[src/core/port_c_mux_regs.vh]
/*
  Constants for the port C alternate-function mux: pin bit positions,
  reset values and the JTAG shift-out state codes.
  Assumes it is included by bare name from the core design files.
*/
`ifndef PORT_C_MUX_REGS_VH
`define PORT_C_MUX_REGS_VH

`define PC_BIT_OSC_OUT 3'h7
`define PC_BIT_OSC_IN 3'h6
`define PC_BIT_TDI 3'h5
`define PC_BIT_TDO 3'h4
`define PC_BIT_TMS 3'h3
`define PC_BIT_TCK 3'h2
`define PC_BIT_SDA 3'h1
`define PC_BIT_SCL 3'h0

`define PC_WIDTH 8
`define PC_RST_BYTE 8'h00
`define PC_JTAG_PULL_MASK 8'h2c
`define PC_JTAG_MASK 8'h3c
`define PC_OSC_MASK 8'hc0
`define PC_TWI_MASK 8'h03
`define PC_LINE_IDLE 1'b1

// TAP controller state codes in which data is shifted out
`define TAP_SHIFT_DR 4'h2
`define TAP_SHIFT_IR 4'ha

`endif

[src/core/pin_override.v]
/*
  One port pin's override slice: picks between port control and an
  alternate function for output value, output enable and pull-up.
  Assumes all inputs are synchronous to clock_in.
*/
`include "port_c_mux_regs.vh"

module pin_override
(
  input wire override_in,
  input wire port_value_in,
  input wire port_dir_in,
  input wire port_pull_in,
  input wire pin_in,
  input wire alt_value_in,
  input wire alt_oe_in,
  input wire alt_pull_in,
  output wire value_out,
  output wire oe_out,
  output wire pull_out
);

  // Pull-up only applies to an undriven pin
  assign value_out = override_in ? alt_value_in : port_value_in;
  assign oe_out = override_in ? alt_oe_in : port_dir_in;
  assign pull_out = override_in ? alt_pull_in : (port_pull_in & ~port_dir_in & ~pin_in);

endmodule // pin_override

[src/core/port_c_alternate_function_mux.v]
/*
  Port C alternate-function mux: timer crystal oscillator on bits 7..6,
  JTAG port on bits 5..2, two-wire bus on bits 1..0.
  Assumes the oscillator, TAP controller and two-wire unit sit outside
  and hand in their drive levels; pad resolves level from enables.
*/
// Contract
// - JTAG enabled keeps pull-ups on TDI, TMS, TCK, even during reset.
// - Bit 7 offers oscillator output pin, bit 6 oscillator input pin.
// - Bits 5,4,3,2 offer JTAG TDI, TDO, TMS, TCK.
// - Bit 1 offers two-wire data, bit 0 two-wire clock.
// - Clock select set detaches bit 7, drives oscillator amplifier output.
// - Clock select set detaches bit 6 as oscillator amplifier input.
// - JTAG enabled withholds the four test pins from general I/O.
// - Test data out stays high impedance except in shift-out TAP states.
`include "port_c_mux_regs.vh"

module port_c_alternate_function_mux
#(
  parameter WIDTH = `PC_WIDTH
)
(
  input wire clock_in,
  input wire rst_in,
  input wire async_timer_clock_select_in,
  input wire jtag_enable_in,
  input wire twi_enable_in,
  input wire [WIDTH-1:0] port_data_in,
  input wire [WIDTH-1:0] port_dir_in,
  input wire [WIDTH-1:0] port_pull_in,
  input wire [WIDTH-1:0] pin_in,
  input wire osc_drive_in,
  input wire tdo_value_in,
  input wire [3:0] tap_state_in,
  input wire sda_drive_low_in,
  input wire scl_drive_low_in,
  output reg [WIDTH-1:0] pin_value_out,
  output reg [WIDTH-1:0] pin_oe_out,
  output reg [WIDTH-1:0] pin_pull_out,
  output reg [WIDTH-1:0] port_read_out,
  output reg osc_in_out,
  output reg tdi_out,
  output reg tms_out,
  output reg tck_out,
  output reg sda_in_out,
  output reg scl_in_out
);

  ////////////////////////////////////////////////////////////////////////
  // Decode helpers

  // Only the two shift states may lift the test data output out of high impedance
  function is_shift_state;
    input [3:0] st;
    begin
      is_shift_state = (st == `TAP_SHIFT_DR) || (st == `TAP_SHIFT_IR);
    end
  endfunction

  // Pins that an enabled set of alternate functions takes from port control
  function [WIDTH-1:0] taken_mask;
    input osc_sel;
    input jtag_sel;
    input twi_sel;
    begin
      taken_mask = {WIDTH{1'b0}};
      if (osc_sel)
      begin
        taken_mask = taken_mask | `PC_OSC_MASK;
      end
      if (jtag_sel)
      begin
        taken_mask = taken_mask | `PC_JTAG_MASK;
      end
      if (twi_sel)
      begin
        taken_mask = taken_mask | `PC_TWI_MASK;
      end
    end
  endfunction

  ////////////////////////////////////////////////////////////////////////
  // Override selection

  wire osc_on = async_timer_clock_select_in;
  wire jtag_on = jtag_enable_in;
  wire twi_on = twi_enable_in;
  wire tdo_drive = jtag_on & is_shift_state(tap_state_in);
  wire [WIDTH-1:0] override;
  wire [WIDTH-1:0] value_next;
  wire [WIDTH-1:0] oe_next;
  wire [WIDTH-1:0] pull_next;
  reg [WIDTH-1:0] alt_value;
  reg [WIDTH-1:0] alt_oe;
  reg [WIDTH-1:0] alt_pull;

  assign override = taken_mask(osc_on, jtag_on, twi_on);

  // Alternate drive for every pin; only the bits that override selects matter
  always @*
  begin
    alt_value = {WIDTH{1'b0}};
    alt_oe = {WIDTH{1'b0}};
    alt_pull = {WIDTH{1'b0}};
    // Oscillator pair: bit 7 carries the amplifier output, bit 6 only listens
    alt_value[`PC_BIT_OSC_OUT] = osc_drive_in;
    alt_oe[`PC_BIT_OSC_OUT] = osc_on;
    alt_oe[`PC_BIT_OSC_IN] = 1'b0;
    // Crystal pins stay free of pull-ups to keep the oscillator margin
    alt_pull[`PC_BIT_OSC_OUT] = 1'b0;
    alt_pull[`PC_BIT_OSC_IN] = 1'b0;
    // Test port: only the data output is ever driven
    alt_value[`PC_BIT_TDO] = tdo_value_in;
    alt_oe[`PC_BIT_TDO] = tdo_drive;
    alt_oe[`PC_BIT_TDI] = 1'b0;
    alt_oe[`PC_BIT_TMS] = 1'b0;
    alt_oe[`PC_BIT_TCK] = 1'b0;
    // An unplugged probe leaves the test inputs floating; pull-ups hold them idle
    alt_pull[`PC_BIT_TDI] = 1'b1;
    alt_pull[`PC_BIT_TMS] = 1'b1;
    alt_pull[`PC_BIT_TCK] = 1'b1;
    // Two-wire lines are open drain: value stays zero, enable pulls low
    alt_value[`PC_BIT_SDA] = 1'b0;
    alt_value[`PC_BIT_SCL] = 1'b0;
    alt_oe[`PC_BIT_SDA] = sda_drive_low_in;
    alt_oe[`PC_BIT_SCL] = scl_drive_low_in;
    // Bus devices bring their own pull-ups
    alt_pull[`PC_BIT_SDA] = 1'b0;
    alt_pull[`PC_BIT_SCL] = 1'b0;
  end

  genvar i;
  generate
    for (i = 0; i < WIDTH; i = i + 1)
    begin : g_pin
      pin_override u_pin
      (
        .override_in(override[i]),
        .port_value_in(port_data_in[i]),
        .port_dir_in(port_dir_in[i]),
        .port_pull_in(port_pull_in[i]),
        .pin_in(pin_in[i]),
        .alt_value_in(alt_value[i]),
        .alt_oe_in(alt_oe[i]),
        .alt_pull_in(alt_pull[i]),
        .value_out(value_next[i]),
        .oe_out(oe_next[i]),
        .pull_out(pull_next[i])
      );
    end
  endgenerate

  ////////////////////////////////////////////////////////////////////////
  // Function input routing

  // Taken oscillator and test pins read as zero so port software cannot see
  // alternate traffic; two-wire pins stay readable for bus monitoring
  wire [WIDTH-1:0] read_mask = taken_mask(osc_on, jtag_on, 1'b0);
  wire [WIDTH-1:0] read_next = pin_in & ~read_mask;
  wire osc_in_next = osc_on & pin_in[`PC_BIT_OSC_IN];
  wire tdi_next = jtag_on & pin_in[`PC_BIT_TDI];
  wire tms_next = jtag_on & pin_in[`PC_BIT_TMS];
  wire tck_next = jtag_on & pin_in[`PC_BIT_TCK];
  wire sda_next = pin_in[`PC_BIT_SDA];
  wire scl_next = pin_in[`PC_BIT_SCL];
  // Test port survives reset, so its pull-ups do too
  wire [WIDTH-1:0] reset_pull = jtag_on ? `PC_JTAG_PULL_MASK : `PC_RST_BYTE;

  ////////////////////////////////////////////////////////////////////////
  // Pad drive registers

  always @(posedge clock_in)
  begin
    if (rst_in)
    begin
      pin_value_out <= `PC_RST_BYTE;
      pin_oe_out <= `PC_RST_BYTE;
      pin_pull_out <= reset_pull;
    end
    else
    begin
      pin_value_out <= value_next;
      pin_oe_out <= oe_next;
      pin_pull_out <= pull_next;
    end
  end

  ////////////////////////////////////////////////////////////////////////
  // Port read register

  always @(posedge clock_in)
  begin
    if (rst_in)
    begin
      port_read_out <= `PC_RST_BYTE;
    end
    else
    begin
      port_read_out <= read_next;
    end
  end

  ////////////////////////////////////////////////////////////////////////
  // Function input registers

  always @(posedge clock_in)
  begin
    if (rst_in)
    begin
      osc_in_out <= 1'b0;
      tdi_out <= 1'b0;
      tms_out <= 1'b0;
      tck_out <= 1'b0;
      // Released two-wire lines idle high
      sda_in_out <= `PC_LINE_IDLE;
      scl_in_out <= `PC_LINE_IDLE;
    end
    else
    begin
      osc_in_out <= osc_in_next;
      tdi_out <= tdi_next;
      tms_out <= tms_next;
      tck_out <= tck_next;
      sda_in_out <= sda_next;
      scl_in_out <= scl_next;
    end
  end

endmodule // port_c_alternate_function_mux

[config.mk]
export PLATFORM = sky130hd
export DESIGN_NAME = port_c_alternate_function_mux
export DESIGN_NICKNAME = d
export VERILOG_FILES = /design/src/core/pin_override.v /design/src/core/port_c_alternate_function_mux.v
export VERILOG_INCLUDE_DIRS = /design/src /design/src/core
export SDC_FILE = /design/constraint.sdc
export NUM_CORES = 1
export LEC_CHECK = 0
export ABC_AREA = 0
export BUFFER_PORTS_ARGS = -buffer_cell sky130_fd_sc_hd__buf_2
export CAP_MARGIN = 15
export CORE_MARGIN = 2
export CORE_UTILIZATION = 42
export CTS_CLUSTER_DIAMETER = 100
export DETAILED_ROUTE_END_ITERATION = 7
export HOLD_SLACK_MARGIN = 0.08
export PLACE_DENSITY = 0.77
export REMOVE_ABC_BUFFERS = 1
export SLEW_MARGIN = 20
export SYNTH_ARGS = -nofsm -noshare
export SYNTH_HDL_FRONTEND = slang
export SYNTH_HIERARCHICAL = 1
export SYNTH_SLANG_ARGS = --single-unit
[constraint.sdc]
create_clock -name clock_in -period 1 [get_ports clock_in]
set_input_delay 0.25 -clock clock_in [delete_from_list [all_inputs] [get_ports clock_in]]
set_output_delay 0.25 -clock clock_in [all_outputs]
set_load 0.005 [all_outputs]
# After elaboration in Yosys (flattened, before gate mapping)
# Cells that the tools add are included.
# word_totals
register_bits	38
latchBits	0
mem_bits_rw	0
rom_bits	0
input_bits	45
output_inout_bits	38
word_cells	87
memories	0
# op_classes
addsub	0
multipliers	0
n_div	0
order_cmp	0
n_eq_ne	2
shift	0
mux	19
n_bitwise	39
n_reduce_logical	7
# ops
operator	n
$and 1x1->1	21
$mux 8	2
$not 1->1	16
$mux 1	14
$mux 6	2
$reduce_or 2->1	6
$and 8x8->8	1
$not 8->8	1
$eq 4x2->1 const B	1
$eq 4x4->1 const B	1
$mux 2	1
$logic_or 1x1->1	1

# Longest topological paths before layout
# Gate-level depths: netlist of the first run.
# logic_depth
ltp_word	5
ltp_mapped	3
ltp_nobuf	3

# By module
# The synthesis of the first run kept the hierarchy.
# modules_own_cells
module	instances	cells_each	area_per_inst_um2	seq_area_each_um2
port_c_alternate_function_mux	1	84	1092.3	760.7
pin_override	8	5	46.3	0.0

# Worst setup path before layout of the first run
# OpenSTA, ideal clock, no wires.
# synth_timing
path_kind	in2reg
start	input jtag_enable_in
end	register pin_oe_out[4]
setup_time_ns	0.125
t_arrival_ns	0.725
t_required_ns	0.875
slack_ns	0.150
cell_stages	3
n_path_buf	0
path_cell_list	nor4bb_1 mux2_2 nor2b_1
# synth_between
elab_chain_cells	2
word_cells_on_any_way	3
classes_between	2 x mux; 1 x bitwise
# synth_rtl
element	line_no	text
from (decl)	port_c_alternate_function_mux.v:26	input wire jtag_enable_in,
$and 1x1->1 or $mux 6 (tied branches)	port_c_alternate_function_mux.v:88, port_c_alternate_function_mux.v:71	
$mux 1 *	pin_override.v:25	assign oe_out = override_in ? alt_oe_in : port_dir_in;
named net oe_next[4]	port_c_alternate_function_mux.v:91	wire [WIDTH-1:0] oe_next;
to (signal assigned)	port_c_alternate_function_mux.v:177	pin_oe_out <= `PC_RST_BYTE;
to (signal assigned)	port_c_alternate_function_mux.v:183	pin_oe_out <= oe_next;
to (decl)	port_c_alternate_function_mux.v:38	output reg [WIDTH-1:0] pin_oe_out,
# Mark *: on every way through the listed nets, which the timed path passes. The rest lies on a longest branch.
# A chain may end at the register's enable or synchronous reset.

# Final worst setup path of the first run
# layout_timing
start	register pin_value_out[5]
end	output pin_value_out[5]
# layout_lines
element	line_no	text
from (decl)	port_c_alternate_function_mux.v:37	output reg [WIDTH-1:0] pin_value_out,
from (signal assigned)	port_c_alternate_function_mux.v:176	pin_value_out <= `PC_RST_BYTE;
from (signal assigned)	port_c_alternate_function_mux.v:182	pin_value_out <= value_next;
# No word-level cell between the ends.

==> metrics.cfg, run 1 <==
[outcome]
outcome = finished, violations left
violations = negative setup slack

[synth]
synthArstFlopShare_pct = 0
syn_inst = 124
yosysWarningCount = 6
synth_common_cells = dfxtp_1 (38), mux2_2 (19), nor2b_1 (17)
seq_area_frac_synth_pct = 52.01
yosysTopAreaCellShare_pct = 52.01
synth-seq-cells = 38
synth-edff-count = 0
synth.distinct_cells = 15
syn_area_per_cell_um2 = 11.80
ys.flop_type = dfxtp_1
syn_area_um2 = 1463
synth_area_leaders = dfxtp_1 (52%), mux2_2 (15%), o41ai_2 (8.9%)
yosysMostFrequentCell = dfxtp_1
synth_largest_area_cell = dfxtp_1

[detailed_routing]
drc = 0
vias_per_cell = 4.233
dr.pass1.iters = 2
drt-initial-drc-count = 41
totalWireLength_mm = 2.746
wl_per_cell_um = 9.842
vias = 1181
ant_nets = 0

[critical_path]
cp.required_ps = 750
path_depth = 1
start_kind = flop
crit_buf_inv = 1
slowest_stage = dfxtp_2
crit_arrival_ps = 770
path_class = flop to output port
slowest_delay_ps = 330
path_cells = buf_2
cp-end-kind = output port
path_delay_family = flip-flops
path_max_fanout = 1

[layout]
stdcell_area_um2 = 2118
nets = 277
drive_above_1_share_pct = 56.65
fin_util_pct = 63.48
syn_to_final_growth_pct = 44.82
insertedDiodeCount = 0
fillers = 280

[placed_design]
dp_hpwl_mm = 2.079
dpl-instance-area_um2 = 2029
port_buffers = 81
gp_congestion = 0.6782

[sta]
clock.fmax_ghz = 0.9795
rsz0062_at_grt = true
drv_slew = 0
setup_viol = 34
layout_setup_ws_ps = -20.89
hold_viol_final = 0
final.setup.tns_ps = -289.5
finalCriticalPeriod_ps = 1021
period_share_pct = 102.1

[min_path]
hold_path_end = sda_in_out$_SDFF_PP1_
min-delay-path-class = input pin to flop
min_path_cells = 2
hold_start = pin_in[1]

[global_routing]
grt_max_degree = 20
antenna_found_initial = 0
grtUsageTotal_pct = 15.58
grt_pass1_wl_mm = 4.816
grt_overflow = 0
grt_pass1_vias = 1173

[die]
die_w_um = 63.01
coreArea_um2 = 3337
placementRows = 21
initial_core_util_pct = 43.83
dieArea_um2 = 3970
dieHeight_um = 63.01
io-pin-count = 83

[pwr]
power.density_nw_per_um2 = 1361
vdd_drop_max_mv = 0.7713
p_leak_nw = 1.116
finalPower_mw = 2.882

[cts]
cts.sinks = 38
clock-root-buffer = clkbuf_4
cts_tree = built
cts.reportedPaths.clkPinSlew_ps = 100
cts_max_path_buffers = 2
post_cts_buffers = 0
hold_buffers = 0
htreeDepth = 2
numCtsBuffers = 5

[job]
drv_cap = 0

## what timing repair did
item | 4_1_cts | 5_1_grt
setup endpoints to repair | 38 | 38
resized for setup | 1 | 10
gates cloned | 0 | 0
## cells by family after synthesis
group,after synthesis,share of synthesized area [%]
AND/OR/NAND/NOR,44,19.42
multiplexers,19,14.63
flip-flops,38,52.01
AO/OA/AOI/OAI,8,8.896
other,2,0.5135
buffers and inverters,13,4.534
## area by class of cell
type | count | area, um^2 | share of cell area [%]
inverter | 8 | 30.03 | 1.418
clock buffer | 7 | 55.05 | 2.599
tap | 46 | 57.56 | 2.717
clock inverter | 1 | 5.005 | 0.2363
sequential | 38 | 770.7 | 36.39
multi-input combinational | 89 | 695.7 | 32.84
timing repair buffer | 90 | 504.2 | 23.80
## metrics by stage
step | hold slack, ps | cells | setup WS (ps)
finish | 131.7 | 279 | -20.89
global route | 98.75 | 279 | -96.03
CTS | 109.9 | 279 | -51.45
detailed placement | 476.1 | 271 | -250.3
global placement | 475.5 | 271 | -225.7
floorplan | 321.6 | 135 | 161.3
## worst max path at each step
| stage | from | to |
|---|---|---|
| detailed placement | jtag_enable_in | pin_oe_out[4]$_SDFF_PP0_ |
| global placement | jtag_enable_in | pin_pull_out[2]$_DFF_P_ |
| floorplan | jtag_enable_in | pin_oe_out[4]$_SDFF_PP0_ |
| CTS | pin_oe_out[7]$_SDFF_PP0_ | pin_oe_out[7] |
| global route | pin_oe_out[0]$_SDFF_PP0_ | pin_oe_out[0] |
| finish | pin_value_out[5]$_SDFF_PP0_ | pin_value_out[5] |
## state kept, by name, indices dropped and copies added, names as in the netlist
signal and flops:
scl_in_out 1, pin_value_out 8, tms_out 1, tck_out 1
tdi_out 1, pin_pull_out 8, osc_in_out 1, port_read_out 8
pin_oe_out 8, sda_in_out 1
## placed cells by master (no fill, tap or decap), drive strengths merged
cell	synthesis	layout
clkbuf	1	7
nor2b	17	17
dfxtp	38	38
nand2	8	8
o41ai	8	8
buf	4	90
conb	2	18
nor3b	6	6
clkinv	0	1
mux2	19	19
or2	2	2
and3b	4	4
inv	8	8
nor4bb	1	1
and2b	6	6
## report_power, final
group	switching, mW	internal, mW
logic	0.185	0.273
clock network	0.461	0.341
registers	0.0196	1.60
total	0.665	2.22
## metal layers
metal | vias to the layer above | global-route usage [%] | wire length [um]
met5 | - | 0 | 0
met4 | 0 | 7.500 | 54
met3 | 6 | 7.748 | 364
met2 | 66 | 25.53 | 1140
met1 | 496 | 16.59 | 1186
li1 | 613 | - | -
Note: power is estimated with default switching activity, not from simulation.
==> inputs of run 2 (changes only) <==
--- a/config.mk
+++ b/config.mk
@@ -6,14 +6,14 @@
 export SDC_FILE = /design/constraint.sdc
 export NUM_CORES = 1
 export LEC_CHECK = 0
-export ABC_AREA = 0
+export ABC_AREA = 1
 export BUFFER_PORTS_ARGS = -buffer_cell sky130_fd_sc_hd__buf_2
 export CAP_MARGIN = 15
 export CORE_MARGIN = 2
 export CORE_UTILIZATION = 42
 export CTS_CLUSTER_DIAMETER = 100
 export DETAILED_ROUTE_END_ITERATION = 7
-export HOLD_SLACK_MARGIN = 0.08
+export HOLD_SLACK_MARGIN = 0.1
 export PLACE_DENSITY = 0.77
 export REMOVE_ABC_BUFFERS = 1
 export SLEW_MARGIN = 20
==> run 2 against run 1 <==
The run still ends with negative setup slack left; flip-flop and latch count stayed put; first-iteration DRC count is 4.9% lower; sequential share of layout area is 0.19 points higher; critical path depth stayed put; via count is 23% higher; total power is 0.26% lower; sequential power hardly changed; worst setup slack worse by 8.8 ps; non-clock buffer count is 5 lower; clock power hardly changed; combinational power is 3% lower; global-route usage is 1.0 points higher; critical path type unchanged; largest cell class unchanged.
==> metrics.cfg, run 2 <==
[critical_path]
crit_arrival_ps = 780  ; was 770 ps
cp.required_ps = 750  ; about the same
crit_buf_inv = 1  ; unchanged
crit_start = pin_pull_out[6]$_SDFF_PP0_  ; was pin_value_out[5]$_SDFF_PP0_
path_max_fanout = 1  ; unchanged
path_delay_family = flip-flops  ; unchanged
path_class = flop to output port  ; unchanged
slowest_delay_ps = 330  ; about the same
path_cells = buf_2  ; unchanged
cp-end-kind = output port  ; unchanged
start_kind = flop  ; unchanged
slowest_stage = dfxtp_2  ; unchanged

[sta]
finalCriticalPeriod_ps = 1030  ; was 1021 ps
rsz0062_at_grt = true  ; unchanged
setup_viol = 27  ; was 34
hold_viol_final = 0  ; unchanged
final.setup.tns_ps = -334.3  ; was -289.5 ps
layout_setup_ws_ps = -29.69  ; was -20.89 ps
period_share_pct = 103.0  ; was 102.1%
drv_slew = 0  ; unchanged
clock.fmax_ghz = 0.9712  ; was 0.9795 GHz

[placed_design]
place_inst = 356  ; was 271
gp_congestion = 0.7939  ; was 0.6782
port_buffers = 81  ; unchanged
dp_hpwl_mm = 2.338  ; was 2.079 mm
dpl-instance-area_um2 = 2011  ; was 2029 um^2

[pwr]
switchingPower_mw = 0.7052  ; was 0.6651 mW
p_int_mw = 2.170  ; was 2.217 mW
comb_power_share_pct = 15.5  ; was 15.9%
vdd_drop_max_mv = 0.8092  ; was 0.7713 mV
p_seq_share_pct = 56.7  ; was 56.3%
clockPowerShare_pct = 27.9  ; was 27.8%
swShare_pct = 24.53  ; was 23.08%
p_leak_nw = 1.305  ; was 1.116 nW
power.density_nw_per_um2 = 1353  ; was 1361 nW/um^2

[synth]
syn_area_per_cell_um2 = 6.917  ; was 11.80 um^2
yosysTopAreaCellShare_pct = 51.88  ; was 52.01%
seq_area_frac_synth_pct = 51.88  ; was 52.01%
ys.flop_type = dfxtp_1  ; unchanged
synth_area_leaders = dfxtp_1 (52%), inv_1 (14%), nor2_1 (13%)  ; was dfxtp_1 (52%), mux2_2 (15%), o41ai_2 (8.9%)
yosysMostFrequentCell = inv_1  ; was dfxtp_1
syn_area_um2 = 1466  ; was 1463 um^2
synth-seq-cells = 38  ; unchanged
synth.distinct_cells = 10  ; was 15
yosysWarningCount = 6  ; unchanged
synth_common_cells = inv_1 (54), nor2_1 (50), nand2_1 (46), dfxtp_1 (38)  ; was dfxtp_1 (38), mux2_2 (19), nor2b_1 (17)
synth_largest_area_cell = dfxtp_1  ; unchanged
syn_inst = 212  ; was 124
synthArstFlopShare_pct = 0  ; unchanged
synth-edff-count = 0  ; unchanged

[detailed_routing]
vias = 1452  ; was 1181
dr.pass1.iters = 4  ; was 2
ant_nets = 0  ; unchanged
drc = 0  ; unchanged
vias_per_cell = 3.989  ; was 4.233
drt-initial-drc-count = 39  ; was 41
wl_per_cell_um = 8.253  ; was 9.842 um
totalWireLength_mm = 3.004  ; was 2.746 mm

[cts]
htreeDepth = 2  ; unchanged
cts.sinks = 38  ; unchanged
cts.reportedPaths.clkPinSlew_ps = 110  ; was 100 ps
hold_buffers = 0  ; unchanged
numCtsBuffers = 5  ; unchanged
clock-root-buffer = clkbuf_4  ; unchanged
cts_tree = built  ; unchanged
cts_max_path_buffers = 2  ; unchanged

[global_routing]
antenna_found_initial = 0  ; unchanged
grt_pass1_wl_mm = 5.119  ; was 4.816 mm
grt_overflow = 0  ; unchanged
grt_pass1_vias = 1306  ; was 1173
grt_max_degree = 18  ; was 20
grtUsageTotal_pct = 16.59  ; was 15.58%

[min_path]
min-delay-path-class = input pin to flop  ; unchanged
hold_start = pin_in[1]  ; unchanged

[layout]
stdcell_area_um2 = 2125  ; was 2118 um^2
layout_common_cells = buf_2 (75), inv_1 (54), nor2_1 (50), nand2_1 (46), dfxtp_1 (25)  ; was buf_2 (78), dfxtp_1 (30), mux2_2 (19), conb_1 (18), nor2b_1 (17)
insertedDiodeCount = 0  ; unchanged
stdcell_count = 364  ; was 279
fin_util_pct = 63.67  ; was 63.48%
syn_to_final_growth_pct = 44.88  ; was 44.82%
drive_above_1_share_pct = 33.96  ; was 56.65%
final_common_cell = buf_2  ; unchanged
nets = 362  ; was 277

[die]
dieHeight_um = 63.09  ; was 63.01 um
io-pin-count = 83  ; unchanged
initial_core_util_pct = 43.94  ; was 43.83%
placementRows = 21  ; unchanged
dieArea_um2 = 3980  ; was 3970 um^2
die_w_um = 63.09  ; was 63.01 um
coreArea_um2 = 3337  ; unchanged

[job]
drv_cap = 0  ; unchanged

[outcome]
violations = negative setup slack  ; unchanged
outcome = finished, violations left  ; unchanged

run 2: per-stage QoR:
step                hold slack (ps)  total power, mW  setup slack [ps]
floorplan                     321.2            1.835             283.2
global placement              458.2            2.076             35.61
detailed placement            466.7            2.087             9.996
CTS                           107.9            2.888            -45.31
global route                  100.5            3.073            -74.60
finish                        120.5            2.875            -29.69
run 2: cell families after synthesis:
| logic type | share of synthesized area, % |
|---|---|
| AND/OR/NAND/NOR | 25.43 |
| flip-flops | 51.88 |
| buffers and inverters | 16.72 |
| other | 0.5121 |
| AO/OA/AOI/OAI | 5.461 |
run 2: power by group through the flow:
stage / Clock (mW) / Sequential (mW) / Combinational (mW)
4_1_cts: 0.832 / 1.62 / 0.433
6_report: 0.801 / 1.63 / 0.445
5_1_grt: 0.920 / 1.64 / 0.515
3_5_place_dp: 0 / 1.66 / 0.432
2_1_floorplan: 0 / 1.67 / 0.166
3_3_place_gp: 0 / 1.65 / 0.422
run 2: metal layers:
metal	up-vias	GRT usage, %	wire (um)	part of all wire (%)
met5	-	0	0	0
met4	0	9.167	27	0.90
met3	2	3.750	177	5.9
met2	42	31.12	1610	54
met1	617	16.74	1188	40
li1	791	-	-	-
run 2: area by class of cell:
class,count,area (um^2)
fillers,327,1212
inverters,55,211.5
flip-flops and latches,38,777.0
repair buffers,85,498.0
clock buffers,7,55.05
multi-input cells,132,520.5
clock inverters,1,5.005
well taps,46,57.56
run 2: final timing paths:
check,end,depth (start not counted)
setup / recovery,pin_pull_out[6],1
hold / removal,sda_in_out$_SDFF_PP1_,3
run 2: repair_timing:
| item | 4_1_cts | 5_1_grt |
|---|---|---|
| gates resized for setup | 3 | 16 |
| setup endpoints to repair | 38 | 38 |
| setup buffers | 0 | 0 |
==> inputs of run 3 (changes only) <==
--- a/config.mk
+++ b/config.mk
@@ -14,7 +14,7 @@
 export CTS_CLUSTER_DIAMETER = 100
 export DETAILED_ROUTE_END_ITERATION = 7
 export HOLD_SLACK_MARGIN = 0.1
-export PLACE_DENSITY = 0.77
+export PLACE_DENSITY = 0.83
 export REMOVE_ABC_BUFFERS = 1
 export SLEW_MARGIN = 20
 export SYNTH_ARGS = -nofsm -noshare
==> run 3 against run 2 <==
The run still ends with negative setup slack left; flip-flop and latch count unchanged; sequential share of layout area is 0.51 points higher; clock power increased by 1%; first-iteration DRC count rose by 54%; routed wire length shrank 3.2%; fmax rose by 0.79%; final cell count unchanged; final area down 2.2%; via count is 0.96% lower.
==> metrics.cfg, run 3 (synthesis results as in run 2) <==
[die]
dieArea_um2 = 3980  ; unchanged
dieHeight_um = 63.09  ; unchanged
coreArea_um2 = 3337  ; unchanged
io-pin-count = 83  ; unchanged
placementRows = 21  ; unchanged
die_w_um = 63.09  ; unchanged
initial_core_util_pct = 43.94  ; unchanged

[detailed_routing]
drc = 0  ; unchanged
drt-initial-drc-count = 60  ; was 39
vias = 1438  ; was 1452
ant_nets = 0  ; unchanged
dr.pass1.iters = 4  ; unchanged
totalWireLength_mm = 2.909  ; was 3.004 mm
vias_per_cell = 3.951  ; was 3.989
wl_per_cell_um = 7.992  ; was 8.253 um

[critical_path]
start_kind = flop  ; unchanged
crit_arrival_ps = 770  ; was 780 ps
crit_buf_inv = 1  ; unchanged
path_cells = buf_2  ; unchanged
cp-end-kind = output port  ; unchanged
path_class = flop to output port  ; unchanged
path_max_fanout = 1  ; unchanged
slowest_stage = dfxtp_1  ; was dfxtp_2
path_delay_family = flip-flops  ; unchanged
crit_start = pin_pull_out[5]$_DFF_P_  ; was pin_pull_out[6]$_SDFF_PP0_
slowest_delay_ps = 340  ; was 330 ps
cp.required_ps = 750  ; about the same

[layout]
fillers = 341  ; was 327
nets = 362  ; unchanged
final_common_cell = buf_2  ; unchanged
insertedDiodeCount = 0  ; unchanged
fin_util_pct = 62.28  ; was 63.67%
layout_common_cells = buf_2 (80), inv_1 (54), nor2_1 (50), nand2_1 (46), dfxtp_1 (30)  ; was buf_2 (75), inv_1 (54), nor2_1 (50), nand2_1 (46), dfxtp_1 (25)
drive_above_1_share_pct = 32.70  ; was 33.96%
syn_to_final_growth_pct = 41.72  ; was 44.88%

[outcome]
violations = negative setup slack  ; unchanged
outcome = finished, violations left  ; unchanged

[min_path]
min-delay-path-class = input pin to flop  ; unchanged
hold_start = pin_in[1]  ; unchanged

[global_routing]
antenna_found_initial = 0  ; unchanged
grt_pass1_vias = 1328  ; was 1306
grtUsageTotal_pct = 16.32  ; was 16.59%
grt_max_degree = 21  ; was 18
grt_pass1_wl_mm = 5.140  ; was 5.119 mm
grt_overflow = 0  ; unchanged

[sta]
setup_viol = 27  ; unchanged
layout_setup_ws_ps = -21.59  ; was -29.69 ps
drv_slew = 0  ; unchanged
rsz0062_at_grt = true  ; unchanged
final.setup.tns_ps = -208.7  ; was -334.3 ps
finalCriticalPeriod_ps = 1022  ; was 1030 ps
period_share_pct = 102.2  ; was 103.0%
hold_viol_final = 0  ; unchanged
clock.fmax_ghz = 0.9789  ; was 0.9712 GHz

[placed_design]
dp_hpwl_mm = 2.334  ; was 2.338 mm
gp_congestion = 0.7065  ; was 0.7939
port_buffers = 81  ; unchanged

[pwr]
p_seq_share_pct = 56.7  ; about the same
swShare_pct = 24.89  ; was 24.53%
p_leak_nw = 1.290  ; was 1.305 nW
vdd_drop_max_mv = 1.065  ; was 0.8092 mV
clockPowerShare_pct = 28.3  ; was 27.9%
p_int_mw = 2.147  ; was 2.170 mW
switchingPower_mw = 0.7116  ; was 0.7052 mW
power.density_nw_per_um2 = 1375  ; was 1353 nW/um^2
comb_power_share_pct = 15.0  ; was 15.5%

[cts]
post_cts_buffers = 0  ; unchanged
clock-root-buffer = clkbuf_4  ; unchanged
numCtsBuffers = 5  ; unchanged
cts_tree = built  ; unchanged
cts_max_path_buffers = 2  ; unchanged
cts.reportedPaths.clkPinSlew_ps = 110  ; about the same
htreeDepth = 2  ; unchanged
cts.sinks = 38  ; unchanged
hold_buffers = 0  ; unchanged

[job]
drv_cap = 0  ; unchanged

-- run 3: cell count changes in the layout (fill, tap and decap cells not counted) --
cell	before	now
buf_12	2	1
buf_2	75	80
buf_4	2	3
buf_6	6	1
clkbuf_1	1	0
clkinvlp_4	0	1
dfxtp_1	25	30
dfxtp_2	13	8
-- run 3: metal layers --
metal	global-route usage (%)	vias up	share of wire (%)
li1	-	788	-
met1	16.84	593	41
met2	30.45	52	51
met3	4.821	5	6.9
met4	6.667	0	1.4
met5	0	-	0
-- run 3: power by group through the flow --
stage	sequential, mW	combinational, mW	clock (mW)
6_report	1.62	0.428	0.809
5_1_grt	1.63	0.503	0.909
4_1_cts	1.62	0.430	0.847
3_5_place_dp	1.65	0.429	0
3_3_place_gp	1.65	0.417	0
2_1_floorplan	1.67	0.166	0
-- run 3: cell type report --
class	count	area [um^2]	area share, %
clock buffer	6	51.30	2.468
clock inverter	2	12.51	0.6020
inverter	55	211.5	10.17
multi-input combinational	132	520.5	25.05
sequential	38	770.7	37.09
tap	46	57.56	2.769
timing repair buffer	85	454.2	21.85
-- run 3: worst paths after layout --
kind / endpoint / cells past startpoint / slack, ps
min: sda_in_out$_SDFF_PP1_ / 3 / 140
max: pin_pull_out[5] / 1 / -20
-- run 3: per-stage QoR --
step           instances  setup WS [ps]  power (mW)  instance area, um^2  hold WS [ps]
4_1_cts              364         -41.37       2.896                 2063         116.7
3_5_place_dp         356          18.55       2.082                 1998         477.0
2_1_floorplan        225          283.2       1.835                 1493         321.2
5_1_grt              364         -64.21       3.041                 2078         127.7
3_3_place_gp         356          58.83       2.069                 1998         460.7
6_report             364         -21.59       2.859                 2078         135.1
-- run 3: what timing repair did --
action                                  CTS  global route
pin swaps                                 0             0
endpoints found under the setup margin   38            38
gates resized for setup                   1             8
